File: src/pkg/ccs_pkg.sv
// Overview of operation
// RULE_01: Twenty-two write-only select bits across three byte registers pick clock sources.
// RULE_02: Each counter one to ten owns a first and a second select bit.
// RULE_03: First byte: bits 7..4 first bits of counters 1-4, bits 3..0 second bits 4-1.
// RULE_04: Second byte: bits 7..4 first bits of counters 5-8, bits 3..0 second bits 8-5.
// RULE_05: Third byte: 9,10 first bits, aux source, debounce clock, 10,9 second bits.
// RULE_06: Eight input lines read back as one byte, line k in bit k.
// RULE_07: Write at the port address drives eight output lines; a read returns inputs.
// RULE_08: Ten independent 16-bit down counters whose clocks can be chained.
// RULE_09: A fixed internal 8 MHz reference is a selectable counter clock.
// RULE_10: A fixed internal 2 MHz reference is a selectable counter clock.
// RULE_11: Cascade selection clocks a counter from the previous counter's output; the code cascades counter 1 from aux_tick instead.
// RULE_12: An unconnected gate reads enabled; a connected gate controls counting.
// RULE_13: External clocks may pass a per-counter debounce filter on the debounce clock.
// RULE_14: Two interrupt sources: one from the counters, one from an external input.
// RULE_15: Counter 11 runs from 8 MHz, counter 12 from counter 11; both fixed.
// RULE_16: Select encoding and reset values are chosen by this design.
package ccs_pkg;
  localparam int ADDR_W = 12;
  localparam int NSEL = 10;
  localparam int NCNT = 12;
  localparam int CNT_W = 16;
  // Register indices; byte address is four times the index
  localparam logic [ADDR_W-1:0] IDX_SEL0 = 12'h0010;
  localparam logic [ADDR_W-1:0] IDX_SEL1 = 12'h0011;
  localparam logic [ADDR_W-1:0] IDX_SEL2 = 12'h0012;
  localparam logic [ADDR_W-1:0] IDX_DIO = 12'h0018;
  localparam logic [ADDR_W-1:0] ADDR_SEL0 = IDX_SEL0 << 2;
  localparam logic [ADDR_W-1:0] ADDR_SEL1 = IDX_SEL1 << 2;
  localparam logic [ADDR_W-1:0] ADDR_SEL2 = IDX_SEL2 << 2;
  localparam logic [ADDR_W-1:0] ADDR_DIO = IDX_DIO << 2;
  localparam logic [ADDR_W-1:0] ADDR_STATUS = 12'h0070;
  localparam logic [ADDR_W-1:0] ADDR_MASK = 12'h0074;
  localparam logic [ADDR_W-1:0] ADDR_CNT_BASE = 12'h0080;
  // Bit positions in the third select byte
  localparam int POS_AUX_SEL = 5;
  localparam int POS_DEB_SEL = 4;
  // Interrupt status bits
  localparam int IRQ_INT = 0;
  localparam int IRQ_EXT = 1;
  localparam int NIRQ = 2;
  // Reset values
  localparam logic [7:0] SEL_RESET = 8'h00;
  localparam logic [7:0] DOUT_RESET = 8'h00;
  localparam logic [NIRQ-1:0] MASK_RESET = 2'b00;
  localparam logic [CNT_W-1:0] RELOAD_RESET = 16'h0000;
  // Reference rates in MHz; ticks come from a phase accumulator
  localparam int CLK_MHZ = 250;
  localparam int REF_HI_MHZ = 8;
  localparam int REF_LO_MHZ = 2;
  localparam int ACC_W = 9;
  // Two-bit select codes {first, second}
  typedef enum logic [1:0] {
    CCS_SRC_HI  = 2'b00,
    CCS_SRC_LO  = 2'b01,
    CCS_SRC_EXT = 2'b10,
    CCS_SRC_CAS = 2'b11
  } ccs_src_t;
  // Pin inputs that pass the synchroniser together
  typedef struct packed {
    logic             ext_irq;
    logic [NSEL-1:0]  jumper;
    logic [NSEL-1:0]  gate;
    logic [NSEL-1:0]  eclk;
    logic [7:0]       din;
  } ccs_pins_t;
endpackage

File: src/verilog/ccs_top.sv
`timescale 1ns/1ps
`default_nettype none
module ccs_top
  import ccs_pkg::*;
(
  input  wire logic              clk,
  input  wire logic              reset_n,
  input  wire logic              ce,
  input  wire logic              psel,
  input  wire logic              penable,
  input  wire logic              pwrite,
  input  wire logic [ADDR_W-1:0] paddr,
  input  wire logic [31:0]       pwdata,
  output var  logic [31:0]       prdata,
  output var  logic              pready,
  output var  logic              pslverr,
  input  wire ccs_pins_t         pins,
  output var  logic [7:0]        dout,
  output var  logic [NCNT-1:0]   counter_out,
  output var  logic              aux_clock_line,
  output var  logic              irq
);

  localparam int PIN_W = $bits(ccs_pins_t);

  logic [7:0]            sel_reg [3];
  logic [PIN_W-1:0]      sync1;
  logic [PIN_W-1:0]      sync2;
  logic [PIN_W-1:0]      sync3;
  logic [PIN_W-1:0]      pin_f;
  ccs_pins_t             pf;
  logic [1:0]            ref_tick;
  logic                  tick_hi;
  logic                  tick_lo;
  logic                  aux_tick;
  logic                  deb_tick;
  logic [NSEL-1:0]       ext_tick;
  logic [NCNT-1:0]       src_tick;
  logic [NCNT-1:0]       gate_on;
  logic [NCNT-1:0]       term;
  logic [CNT_W-1:0]      count  [NCNT];
  logic [CNT_W-1:0]      reload [NCNT];
  logic [NCNT-1:0]       cnt_wr;
  logic [NIRQ-1:0]       status;
  logic [NIRQ-1:0]       mask;
  logic [NIRQ-1:0]       irq_event;
  logic                  ext_irq_prev;
  logic                  wr_en;
  logic                  rd_hit;
  logic [31:0]           rd_data;

  assign pf = ccs_pins_t'(pin_f);

  // Pin synchroniser: three stages, a change counts when stages 2 and 3 agree
  always_ff @(posedge clk or negedge reset_n)
  begin
    if (!reset_n)
    begin
      sync1 <= '0;
      sync2 <= '0;
      sync3 <= '0;
    end
    else if (ce)
    begin
      sync1 <= pins;
      sync2 <= sync1;
      sync3 <= sync2;
    end
  end

  genvar b;
  generate
    for (b = 0; b < PIN_W; b++)
    begin : g_filt
      // Filtered level holds until two stages agree
      always_ff @(posedge clk or negedge reset_n)
      begin
        if (!reset_n)
          pin_f[b] <= 1'b0;
        else if (ce && (sync2[b] == sync3[b]))
          pin_f[b] <= sync3[b];
      end
    end
  endgenerate

  // Fixed references by phase accumulation; exact average rate, some jitter
  genvar r;
  generate
    for (r = 0; r < 2; r++)
    begin : g_ref
      localparam int RATE = (r == 0) ? REF_HI_MHZ : REF_LO_MHZ;
      logic [ACC_W-1:0] acc;
      logic [ACC_W-1:0] sum;
      assign sum = acc + ACC_W'(RATE);
      always_ff @(posedge clk or negedge reset_n)
      begin
        if (!reset_n)
        begin
          acc <= '0;
          ref_tick[r] <= 1'b0;
        end
        else if (ce)
        begin
          if (sum >= ACC_W'(CLK_MHZ))
          begin
            acc <= sum - ACC_W'(CLK_MHZ);
            ref_tick[r] <= 1'b1;
          end
          else
          begin
            acc <= sum;
            ref_tick[r] <= 1'b0;
          end
        end
      end
    end
  endgenerate

  assign tick_hi = ref_tick[0] & ce; // RULE_09
  assign tick_lo = ref_tick[1] & ce; // RULE_10

  // Aux line and debounce clock pick between the two references
  assign aux_tick = sel_reg[2][POS_AUX_SEL] ? tick_lo : tick_hi; // RULE_05
  assign deb_tick = sel_reg[2][POS_DEB_SEL] ? tick_hi : tick_lo; // RULE_05

  always_ff @(posedge clk or negedge reset_n)
  begin
    if (!reset_n)
      aux_clock_line <= 1'b0;
    else if (ce)
      aux_clock_line <= aux_tick;
  end

  // External clocks: optional debounce, then rising edge gives a tick
  genvar e;
  generate
    for (e = 0; e < NSEL; e++)
    begin : g_ext
      logic samp_a;
      logic samp_b;
      logic deb;
      logic src;
      logic prev;
      always_ff @(posedge clk or negedge reset_n)
      begin
        if (!reset_n)
        begin
          samp_a <= 1'b0;
          samp_b <= 1'b0;
          deb <= 1'b0;
        end
        else if (deb_tick)
        begin
          samp_a <= pf.eclk[e];
          samp_b <= samp_a;
          if (samp_a == samp_b)
            deb <= samp_b; // RULE_13
        end
      end
      // Jumper picks filtered or raw clock
      assign src = pf.jumper[e] ? deb : pf.eclk[e]; // RULE_13
      always_ff @(posedge clk or negedge reset_n)
      begin
        if (!reset_n)
          prev <= 1'b0;
        else if (ce)
          prev <= src;
      end
      assign ext_tick[e] = src & ~prev & ce;
    end
  endgenerate

  // Counters: source select, gate, reload on terminal count
  genvar c;
  generate
    for (c = 0; c < NCNT; c++)
    begin : g_cnt
      ccs_src_t sel;
      if (c < NSEL)
      begin : g_sel
        logic cas_tick;
        // Counter c: byte c/4, first bit 7-(c%4), second bit c%4
        assign sel = ccs_src_t'({sel_reg[c/4][7-(c%4)], // RULE_02 RULE_03
                                 sel_reg[c/4][c%4]});   // RULE_04 RULE_05
        // Board pull-up makes an open gate read high
        assign gate_on[c] = pf.gate[c]; // RULE_12
        // Split so no counter ever reads its own terminal pulse
        if (c == 0)
        begin : g_cas_first
          assign cas_tick = aux_tick; // RULE_11
        end
        else
        begin : g_cas_next
          assign cas_tick = term[c-1]; // RULE_11
        end
        always_comb
        begin
          case (sel) // RULE_16
            CCS_SRC_HI:  src_tick[c] = tick_hi;
            CCS_SRC_LO:  src_tick[c] = tick_lo;
            CCS_SRC_EXT: src_tick[c] = ext_tick[c];
            CCS_SRC_CAS: src_tick[c] = cas_tick; // RULE_11
            default:     src_tick[c] = 1'b0;
          endcase
        end
      end
      else if (c == NSEL)
      begin : g_fix11
        assign sel = CCS_SRC_HI;
        assign src_tick[c] = tick_hi; // RULE_15
        assign gate_on[c] = 1'b1;
      end
      else
      begin : g_fix12
        assign sel = CCS_SRC_CAS;
        assign src_tick[c] = term[c-1]; // RULE_15
        assign gate_on[c] = 1'b1;
      end

      // Terminal pulse ripples into the next counter in the same cycle
      assign term[c] = src_tick[c] & gate_on[c]
                       & (count[c] == CNT_W'(1)); // RULE_08

      always_ff @(posedge clk or negedge reset_n)
      begin
        if (!reset_n)
        begin
          reload[c] <= RELOAD_RESET;
          count[c] <= RELOAD_RESET;
        end
        else if (ce)
        begin
          if (cnt_wr[c])
          begin
            reload[c] <= pwdata[CNT_W-1:0];
            count[c] <= pwdata[CNT_W-1:0];
          end
          else if (term[c])
            count[c] <= reload[c]; // RULE_08
          else if (src_tick[c] && gate_on[c])
            count[c] <= count[c] - CNT_W'(1); // RULE_08 RULE_12
        end
      end

      // Output low for the last count of each period
      always_ff @(posedge clk or negedge reset_n)
      begin
        if (!reset_n)
          counter_out[c] <= 1'b1;
        else if (ce)
          counter_out[c] <= (count[c] != CNT_W'(1));
      end

      assign cnt_wr[c] = wr_en
                         && (paddr == ADDR_CNT_BASE + ADDR_W'(4 * c));
    end
  endgenerate

  // APB: one wait state, write lands on the completing edge
  assign wr_en = psel & penable & pready & pwrite & ce;

  always_ff @(posedge clk or negedge reset_n)
  begin
    if (!reset_n)
    begin
      pready <= 1'b0;
      prdata <= '0;
      pslverr <= 1'b0;
    end
    else if (ce)
    begin
      if (psel && penable && !pready)
      begin
        pready <= 1'b1;
        prdata <= pwrite ? 32'h0000_0000 : rd_data;
        pslverr <= ~rd_hit;
      end
      else
      begin
        pready <= 1'b0;
        prdata <= '0;
        pslverr <= 1'b0;
      end
    end
  end

  // Read mux; select bytes are write-only and read as zero
  always_comb
  begin
    rd_data = 32'h0000_0000;
    rd_hit = 1'b1;
    case (paddr)
      ADDR_SEL0, ADDR_SEL1, ADDR_SEL2: rd_data = 32'h0000_0000;
      ADDR_DIO:    rd_data = {24'h00_0000, pf.din}; // RULE_06 RULE_07
      ADDR_STATUS: rd_data = {30'h0000_0000, status};
      ADDR_MASK:   rd_data = {30'h0000_0000, mask};
      default:
      begin
        rd_hit = 1'b0;
        for (int k = 0; k < NCNT; k++)
        begin
          if (paddr == ADDR_CNT_BASE + ADDR_W'(4 * k))
          begin
            rd_hit = 1'b1;
            rd_data = {16'h0000, count[k]};
          end
        end
      end
    endcase
  end

  // Clock select bytes
  always_ff @(posedge clk or negedge reset_n)
  begin
    if (!reset_n)
    begin
      sel_reg[0] <= SEL_RESET; // RULE_16
      sel_reg[1] <= SEL_RESET;
      sel_reg[2] <= SEL_RESET;
    end
    else if (wr_en)
    begin
      if (paddr == ADDR_SEL0)
        sel_reg[0] <= pwdata[7:0]; // RULE_01 RULE_03
      if (paddr == ADDR_SEL1)
        sel_reg[1] <= pwdata[7:0]; // RULE_01 RULE_04
      if (paddr == ADDR_SEL2)
        sel_reg[2] <= pwdata[7:0] & 8'hF3; // RULE_01 RULE_05
    end
  end

  // Output port latch
  always_ff @(posedge clk or negedge reset_n)
  begin
    if (!reset_n)
      dout <= DOUT_RESET;
    else if (wr_en && (paddr == ADDR_DIO))
      dout <= pwdata[7:0]; // RULE_07
  end

  // Interrupt sources: counter 12 terminal and external rising edge
  always_ff @(posedge clk or negedge reset_n)
  begin
    if (!reset_n)
      ext_irq_prev <= 1'b0;
    else if (ce)
      ext_irq_prev <= pf.ext_irq;
  end

  assign irq_event[IRQ_INT] = term[NCNT-1]; // RULE_14
  assign irq_event[IRQ_EXT] = pf.ext_irq & ~ext_irq_prev & ce; // RULE_14

  // Sticky status, write one to clear; a new event beats the clear
  always_ff @(posedge clk or negedge reset_n)
  begin
    if (!reset_n)
    begin
      status <= '0;
      mask <= MASK_RESET;
      irq <= 1'b0;
    end
    else if (ce)
    begin
      if (wr_en && (paddr == ADDR_STATUS))
        status <= (status & ~pwdata[NIRQ-1:0]) | irq_event;
      else
        status <= status | irq_event;
      if (wr_en && (paddr == ADDR_MASK))
        mask <= pwdata[NIRQ-1:0];
      irq <= |(status & mask); // RULE_14
    end
  end

endmodule
`default_nettype wire
File: config.mk
export PLATFORM = sky130hd
export DESIGN_NAME = ccs_top
export DESIGN_NICKNAME = d
export VERILOG_FILES = /design/src/pkg/ccs_pkg.sv /design/src/verilog/ccs_top.sv
export SDC_FILE = /design/constraint.sdc
export NUM_CORES = 2
export LEC_CHECK = 0
export ABC_AREA = 1
export BUFFER_PORTS_ARGS = -buffer_cell sky130_fd_sc_hd__buf_4
export CAP_MARGIN = 25
export CORE_MARGIN = 2
export CORE_UTILIZATION = 30
export CTS_BUF_LIST = sky130_fd_sc_hd__clkbuf_4 sky130_fd_sc_hd__clkbuf_8
export CTS_CLUSTER_SIZE = 20
export DETAILED_ROUTE_END_ITERATION = 10
export PLACE_DENSITY = 0.5
export SETUP_SLACK_MARGIN = 0.4
export SLEW_MARGIN = 5
export SYNTH_ARGS = -nofsm -noshare
export SYNTH_HDL_FRONTEND = slang
export SYNTH_SLANG_ARGS = --single-unit
File: constraint.sdc
create_clock -name clk -period 9.31 [get_ports clk]
set_clock_uncertainty 0.15 [all_clocks]
set_input_delay 2.793 -clock clk [delete_from_list [all_inputs] [get_ports clk]]
set_output_delay 2.793 -clock clk [all_outputs]
set_load 0.05 [all_outputs]
# Word-level counts from Yosys, hierarchy flattened
# Cells that the tools add are included.
[totals]
input_bits = 89
output_inout_bits = 56
ff_bits = 683
elab_cells = 563
[classes]
bitwise_logic = 67
n_eq_ne = 121
addsub = 16
reduce_logical = 130
muxes = 93
magnitude_cmp = 2
[ops]
columns = ["cell", "n"]
rows = [
  ["$mux W16", 37],
  ["$mux W32", 13],
  ["$eq A16 B1 Y1 const B", 12],
  ["$ne A16 B1 Y1 const B", 12],
  ["$sub A16 B1 Y16 const B", 12],
  ["$eq A12 B8 Y1 const B", 12],
  ["$pmux W32 S4", 1],
  ["$reduce_and A2 Y1", 38],
  ["$eq A12 B7 Y1 const B", 6],
  ["$logic_and A1 B1 Y1", 66],
  ["$and A1 B1 Y1", 50],
  ["$eq A1 B1 Y1", 49],
  ["$eq A2 B2 Y1 const B", 20],
  ["$pmux W1 S4", 10],
  ["$reduce_bool A3 Y1", 12],
  ["$mux W1", 29],
  ["$eq A2 B1 Y1 const B", 10],
  ["$logic_not A2 Y1", 10],
  ["$ge A9 B8 Y1 const B", 2],
  ["$mux W9", 2],
  ["$sub A9 B8 Y9 const B", 2],
  ["$not A1 Y1", 12],
  ["$add A9 B2 Y9 const B", 1],
  ["$add A9 B4 Y9 const B", 1],
  ["8 further kinds", 10],
]

# Depth between registers and ports, before layout
[depth]
depth_word = 35
depth_mapped = 30
depth_no_buf = 29

# Worst setup path after synthesis
# No wires, ideal clock.
[synth_timing]
path_type = "in2reg"
from = "in ce"
to = "reg count[45] (netlist name)"
n_path_buf = 2
path_slack_ps = 3897
setup_ps = 117
t_required_ps = 9043
path_stages = 29
arrival_time_ps = 5146
cell_sequence = "buf_4 > inv_2 > a21oi_2 > o21ai_1 > nor2_2 > nand3b_1 > nand3_2 > nand4_1 > nand3_2 > nand4_2 > nand3_2 > nand4_1 > nand3_2 > nand4_2 > nand3_2 > nand4_1 > nand3_2 > nand4_2 > nand3_2 > nand4_2 > nand3_2 > nand4_2 > nand3_2 > nand3_2 > buf_6 > nand2_1 > nand2_1 > nor2_1 > nor2_1"
[synth_between]
elab_chain_len = 34
word_cells_on_any_way = 50
cone_classes = "mux: 13; bitwise: 33; reduce/logical: 4"
[synth_lines]
columns = ["item", "line", "rtl"]
rows = [
  ["start: declaration", "ccs_top.sv:8", "input wire logic ce,"],
  ["$and A1 B1 Y1, on equally long branches", "ccs_top.sv:119, ccs_top.sv:120", ""],
  ["$mux W1", "ccs_top.sv:123", "assign aux_tick = sel_reg[2][POS_AUX_SEL] ? tick_lo : tick_hi;"],
  ["$pmux W1 S4", "ccs_top.sv:198", "case (sel)"],
  ["$and A1 B1 Y1", "ccs_top.sv:221", "assign term[c] = src_tick[c] & gate_on[c]"],
  ["$and A1 B1 Y1", "ccs_top.sv:222", "& (count[c] == CNT_W'(1));"],
  ["$pmux W1 S4", "ccs_top.sv:198", ""],
  ["$and A1 B1 Y1", "ccs_top.sv:221", ""],
  ["$and A1 B1 Y1", "ccs_top.sv:222", ""],
  ["(+18 left out)", "--", ""],
  ["$pmux W1 S4", "ccs_top.sv:198", ""],
  ["$and A1 B1 Y1", "ccs_top.sv:221", ""],
  ["$and A1 B1 Y1", "ccs_top.sv:222", ""],
  ["$pmux W1 S4", "ccs_top.sv:198", ""],
  ["$and A1 B1 Y1", "ccs_top.sv:221", ""],
  ["$and A1 B1 Y1", "ccs_top.sv:222", ""],
  ["$reduce_bool A3 Y1 (no line) or $mux W16 (tied branches)", "--", ""],
  ["$reduce_and A2 Y1 (no line) or $mux W16 (tied branches)", "--", ""],
  ["end signal: indexed assignment", "ccs_top.sv:236", "count[c] <= pwdata[CNT_W-1:0];"],
  ["end signal: indexed assignment", "ccs_top.sv:239", "count[c] <= reload[c];"],
  ["end signal: indexed assignment", "ccs_top.sv:241", "count[c] <= count[c] - CNT_W'(1);"],
  ["end: declaration", "ccs_top.sv:41", "logic [CNT_W-1:0] count [NCNT];"],
]
# Several ways; a longest one is shown, not always the timed one.
# A chain may end at the register's enable or synchronous reset.

# Worst setup path after layout
[layout_timing]
from = "in paddr[9]"
to = "reg count[51] (netlist name)"
[layout_between]
elab_chain_len = 4
word_cells_on_any_way = 5
cone_classes = "eq/ne: 1; mux: 1; reduce/logical: 3"
[layout_lines]
columns = ["item", "line", "rtl"]
rows = [
  ["start: declaration", "ccs_top.sv:12", "input wire logic [ADDR_W-1:0] paddr,"],
  ["$eq A12 B8 Y1 (*)", "ccs_top.sv:255", "&& (paddr == ADDR_CNT_BASE + ADDR_W'(4 * c));"],
  ["$logic_and A1 B1 Y1 (*)", "ccs_top.sv:255", ""],
  ["$reduce_bool A3 Y1 (no line)", "--", ""],
  ["$reduce_and A2 Y1 (no line)", "--", ""],
]
# Mark *: on every way between the ends. The rest lies on a longest branch, timed or not.

==> key figures <==
Timing
  • Max-slew headroom: 26.93%
  • Final setup violation count: 0
  • Tcrit/Tclk final: 68.15%
  • Setup TNS: 0 ns
  • Final Hold Viols: 0
  • Final min period: 6.345 ns
  • Max Clock Freq: 0.1576 GHz
  • Actual slew at the worst max-slew pin: 1.092 ns
  • Slew Viols, Final: 0
  • RSZ-0062 raised after global routing: false

Pwr
  • Peak supply drop: 0.1119 mV
  • Power Density: 223.5 mW/mm2
  • Internal power: 5.685 mW
  • Psw: 3.117 mW
  • Sequential fraction of design power: 44.6%
  • Clk network pwr share: 31.9%
  • Pleak: 18.44 nW
  • Sw frac: 35.41%
  • Final Power: 8.802 mW
  • Combinational share of power: 23.5%

Worst setup path
  • CP arrival: 6.81 ns
  • Req. time, crit path: 9.77 ns
  • CP Max Fanout: 35
  • Kind of cell adding the most delay to the critical path: buffers and inverters
  • Crit path cell chain: buf_4 -> nor4_4 -> buf_4 -> inv_2 -> nor2_1 -> inv_1 -> nor2_1 -> inv_1 -> nor2_1 -> buf_4 -> clkinv_1 -> nand2_2 -> nand2_1 -> o21ai_1 -> a22oi_1
  • Critical Path Source Type: input pin
  • CP Buf/Inv Count: 7
  • Critical path class: in -> reg
  • CP max stage delay: 0.77 ns
  • Crit end category: register
  • Slowest library cell on the worst path: clkinv_1

Synth
  • Avg Inst Size Synth: 7.958 um2
  • Share of the synthesized area in the top cell type: 47.32%
  • Seq/Total Area, Yosys: 48.24%
  • Cells after synthesis: 4,339
  • Warnings, synthesis: 0
  • EDFF count, synth: 0
  • Synth cell count leaders: nand2_1 (1,134), dfrtp_1 (653), o21ai_0 (526)
  • Synth Flop Type: dfrtp_1
  • Synth area leaders: dfrtp_1 (47%), nand2_1 (12%), o21ai_0 (7.6%)
  • Count leader, synth: nand2_1
  • Post-Syn Area: 0.03453 mm2
  • Synth Register Bits: 665
  • Synth async-reset ratio: 100.0%
  • Leading area contributor after synthesis: dfrtp_1
  • Unique cell type count in the Yosys netlist: 61

Clock tree
  • Root buffer cell: clkbuf_8
  • CTS Buf Count: 117
  • CTS Sinks: 665
  • Hold Buf Count CTS: 0
  • Maximum buffer depth of the clock tree: 3
  • CTS clk-pin slew, worst paths: 0.06 ns
  • CTS tree: yes
  • H-tree depth: 3
  • # resized after CTS: 0
  • Worst skew pair latency: 0.79 ns
  • Post-CTS setup buffers: 0

Outcome
  • Status: finished clean

Floorplanning
  • Initial core utilization: 30.24%
  • Height of the chip: 343.3 um
  • Row count: 124
  • Num ports: 145
  • Core area: 0.1142 mm2
  • Die ar.: 0.1178 mm2
  • Die X: 343.3 um

GRT
  • GR Overflow Total: 0
  • Vias in the first global route: 29,040
  • Pin count of the biggest net entering global routing: 140
  • First-pass GRT wire length: 182,500 um
  • Gr usage total: 20.17%
  • Initial antenna violation count: 7

Drt
  • Via count: 30,580
  • DRC violations left: 0
  • TritonRoute pass-1 iters: 8
  • Initial DRC Count: 2,947
  • Vias per cell: 5.077
  • Wirelength per Cell: 19.77 um
  • Routed Antenna Nets: 0
  • WL final: 119,100 um

Layout
  • Registers with the most flip-flops: count x192, reload x192
  • Final Non-Filler Cells: 6,024
  • Final nets: 4,551
  • Synthesis-to-finish area growth: 14.04%
  • Layout cells sized above 1: 10.22%

Placed design
  • IO Port Bufs: 112
  • DP Cell Count: 5,818
  • HPWL after DPL: 81,250 um
  • Placer Congestion: 0.9387

Min path
  • Min-Delay Path Class: reg -> reg

Run
  • Max cap viols: 0
routing by layer:
| metal | vias to the layer above | track usage, % | wire length [um] |
|---|---|---|---|
| li1 | 14660 | - | - |
| met4 | 4 | 6.860 | 3524 |
| met5 | - | 0 | 33 |
| met1 | 14750 | 29.02 | 55850 |
| met3 | 182 | 3.498 | 7982 |
| met2 | 990 | 30.53 | 51710 |
path summary, 6_finish.rpt:
path / start / slack [ns] / cells past startpoint / to
setup / recovery: paddr[9] / 2.97 / 15 / count[51]
min in group asynchronous: reset_n / 1.96 / 1 / reload[180]
hold / removal: ext_irq_prev / 0.30 / 1 / status[1]
setup reg to reg: count[177] / 4.64 / 27 / count[73]
hold reg to reg: ext_irq_prev / 0.30 / 1 / status[1]
max in group asynchronous: reset_n / 5.55 / 2 / count[33]
cell type report:
| class | count | area, um2 |
|---|---|---|
| Clock inverter | 16 | 112.6 |
| Sequential cell | 665 | 16660 |
| Tap cell | 1512 | 1892 |
| Multi-Input combinational cell | 3078 | 15490 |
| Timing Repair Buffer | 173 | 1453 |
| Antenna cell | 1 | 2.502 |
| Inverter | 396 | 1494 |
| Clock buffer | 183 | 2275 |
| Fill cell | 12310 | 74810 |
metrics by stage:
stage | setup WS [ns] | cell area, um2 | util [%] | hold WS [ns]
3_5_place_dp | 2.131 | 36870 | 32.29 | 0.2973
5_1_grt | 2.533 | 39380 | 34.49 | 0.3398
4_1_cts | 2.961 | 39250 | 34.38 | 0.3040
2_1_floorplan | 3.897 | 34590 | - | 0.2799
3_3_place_gp | 2.117 | 36820 | 32.25 | 0.2963
6_report | 2.965 | 39380 | 34.49 | 0.3008
cells in the final DEF (no fill, tap or decap), types with 22 or more instances in the layout:
cell type	Yosys	layout
xor2_1	127	127
o221ai_1	51	51
clkbuf_4	0	40
dfrtp_1	653	653
nand2_1	1134	1134
o211ai_1	46	46
o21ai_0	526	526
nand3_1	125	125
o22ai_1	30	30
nor4_1	36	35
ha_1	31	31
xnor2_1	22	22
clkbuf_8	0	144
a31oi_1	50	50
buf_4	20	160
a22oi_1	49	49
nor2_1	413	412
o21ai_1	23	22
nor3_1	55	55
a21oi_1	156	156
nand4_1	38	38
inv_1	372	370
cells by family (layout without fill, tap and decap cells):
kind of cell             Yosys count  count (layout)  synth area share, %
flip-flops                       665             665                48.24
multiplexers                      11              11               0.3587
AND/OR/NAND/NOR                 1848            1848                21.97
other                              1              17              0.01086
buffers and inverters            611             768                7.189
AO/OA/AOI/OAI                   1023            1023                17.33
XOR/XNOR                         149             149                3.779
adder cells (fa/ha/maj)           31              31                1.123
power by group through the flow:
stage	Sequential (mW)	Clock [mW]	Combinational (mW)
after global placement	3.95	0	2.03
after CTS	3.92	2.90	2.06
final	3.93	2.81	2.07
after global routing	3.99	3.03	2.38
after detailed placement	3.96	0	2.05
after floorplan	3.76	0	1.54
Power figures use the tool's default switching activity.
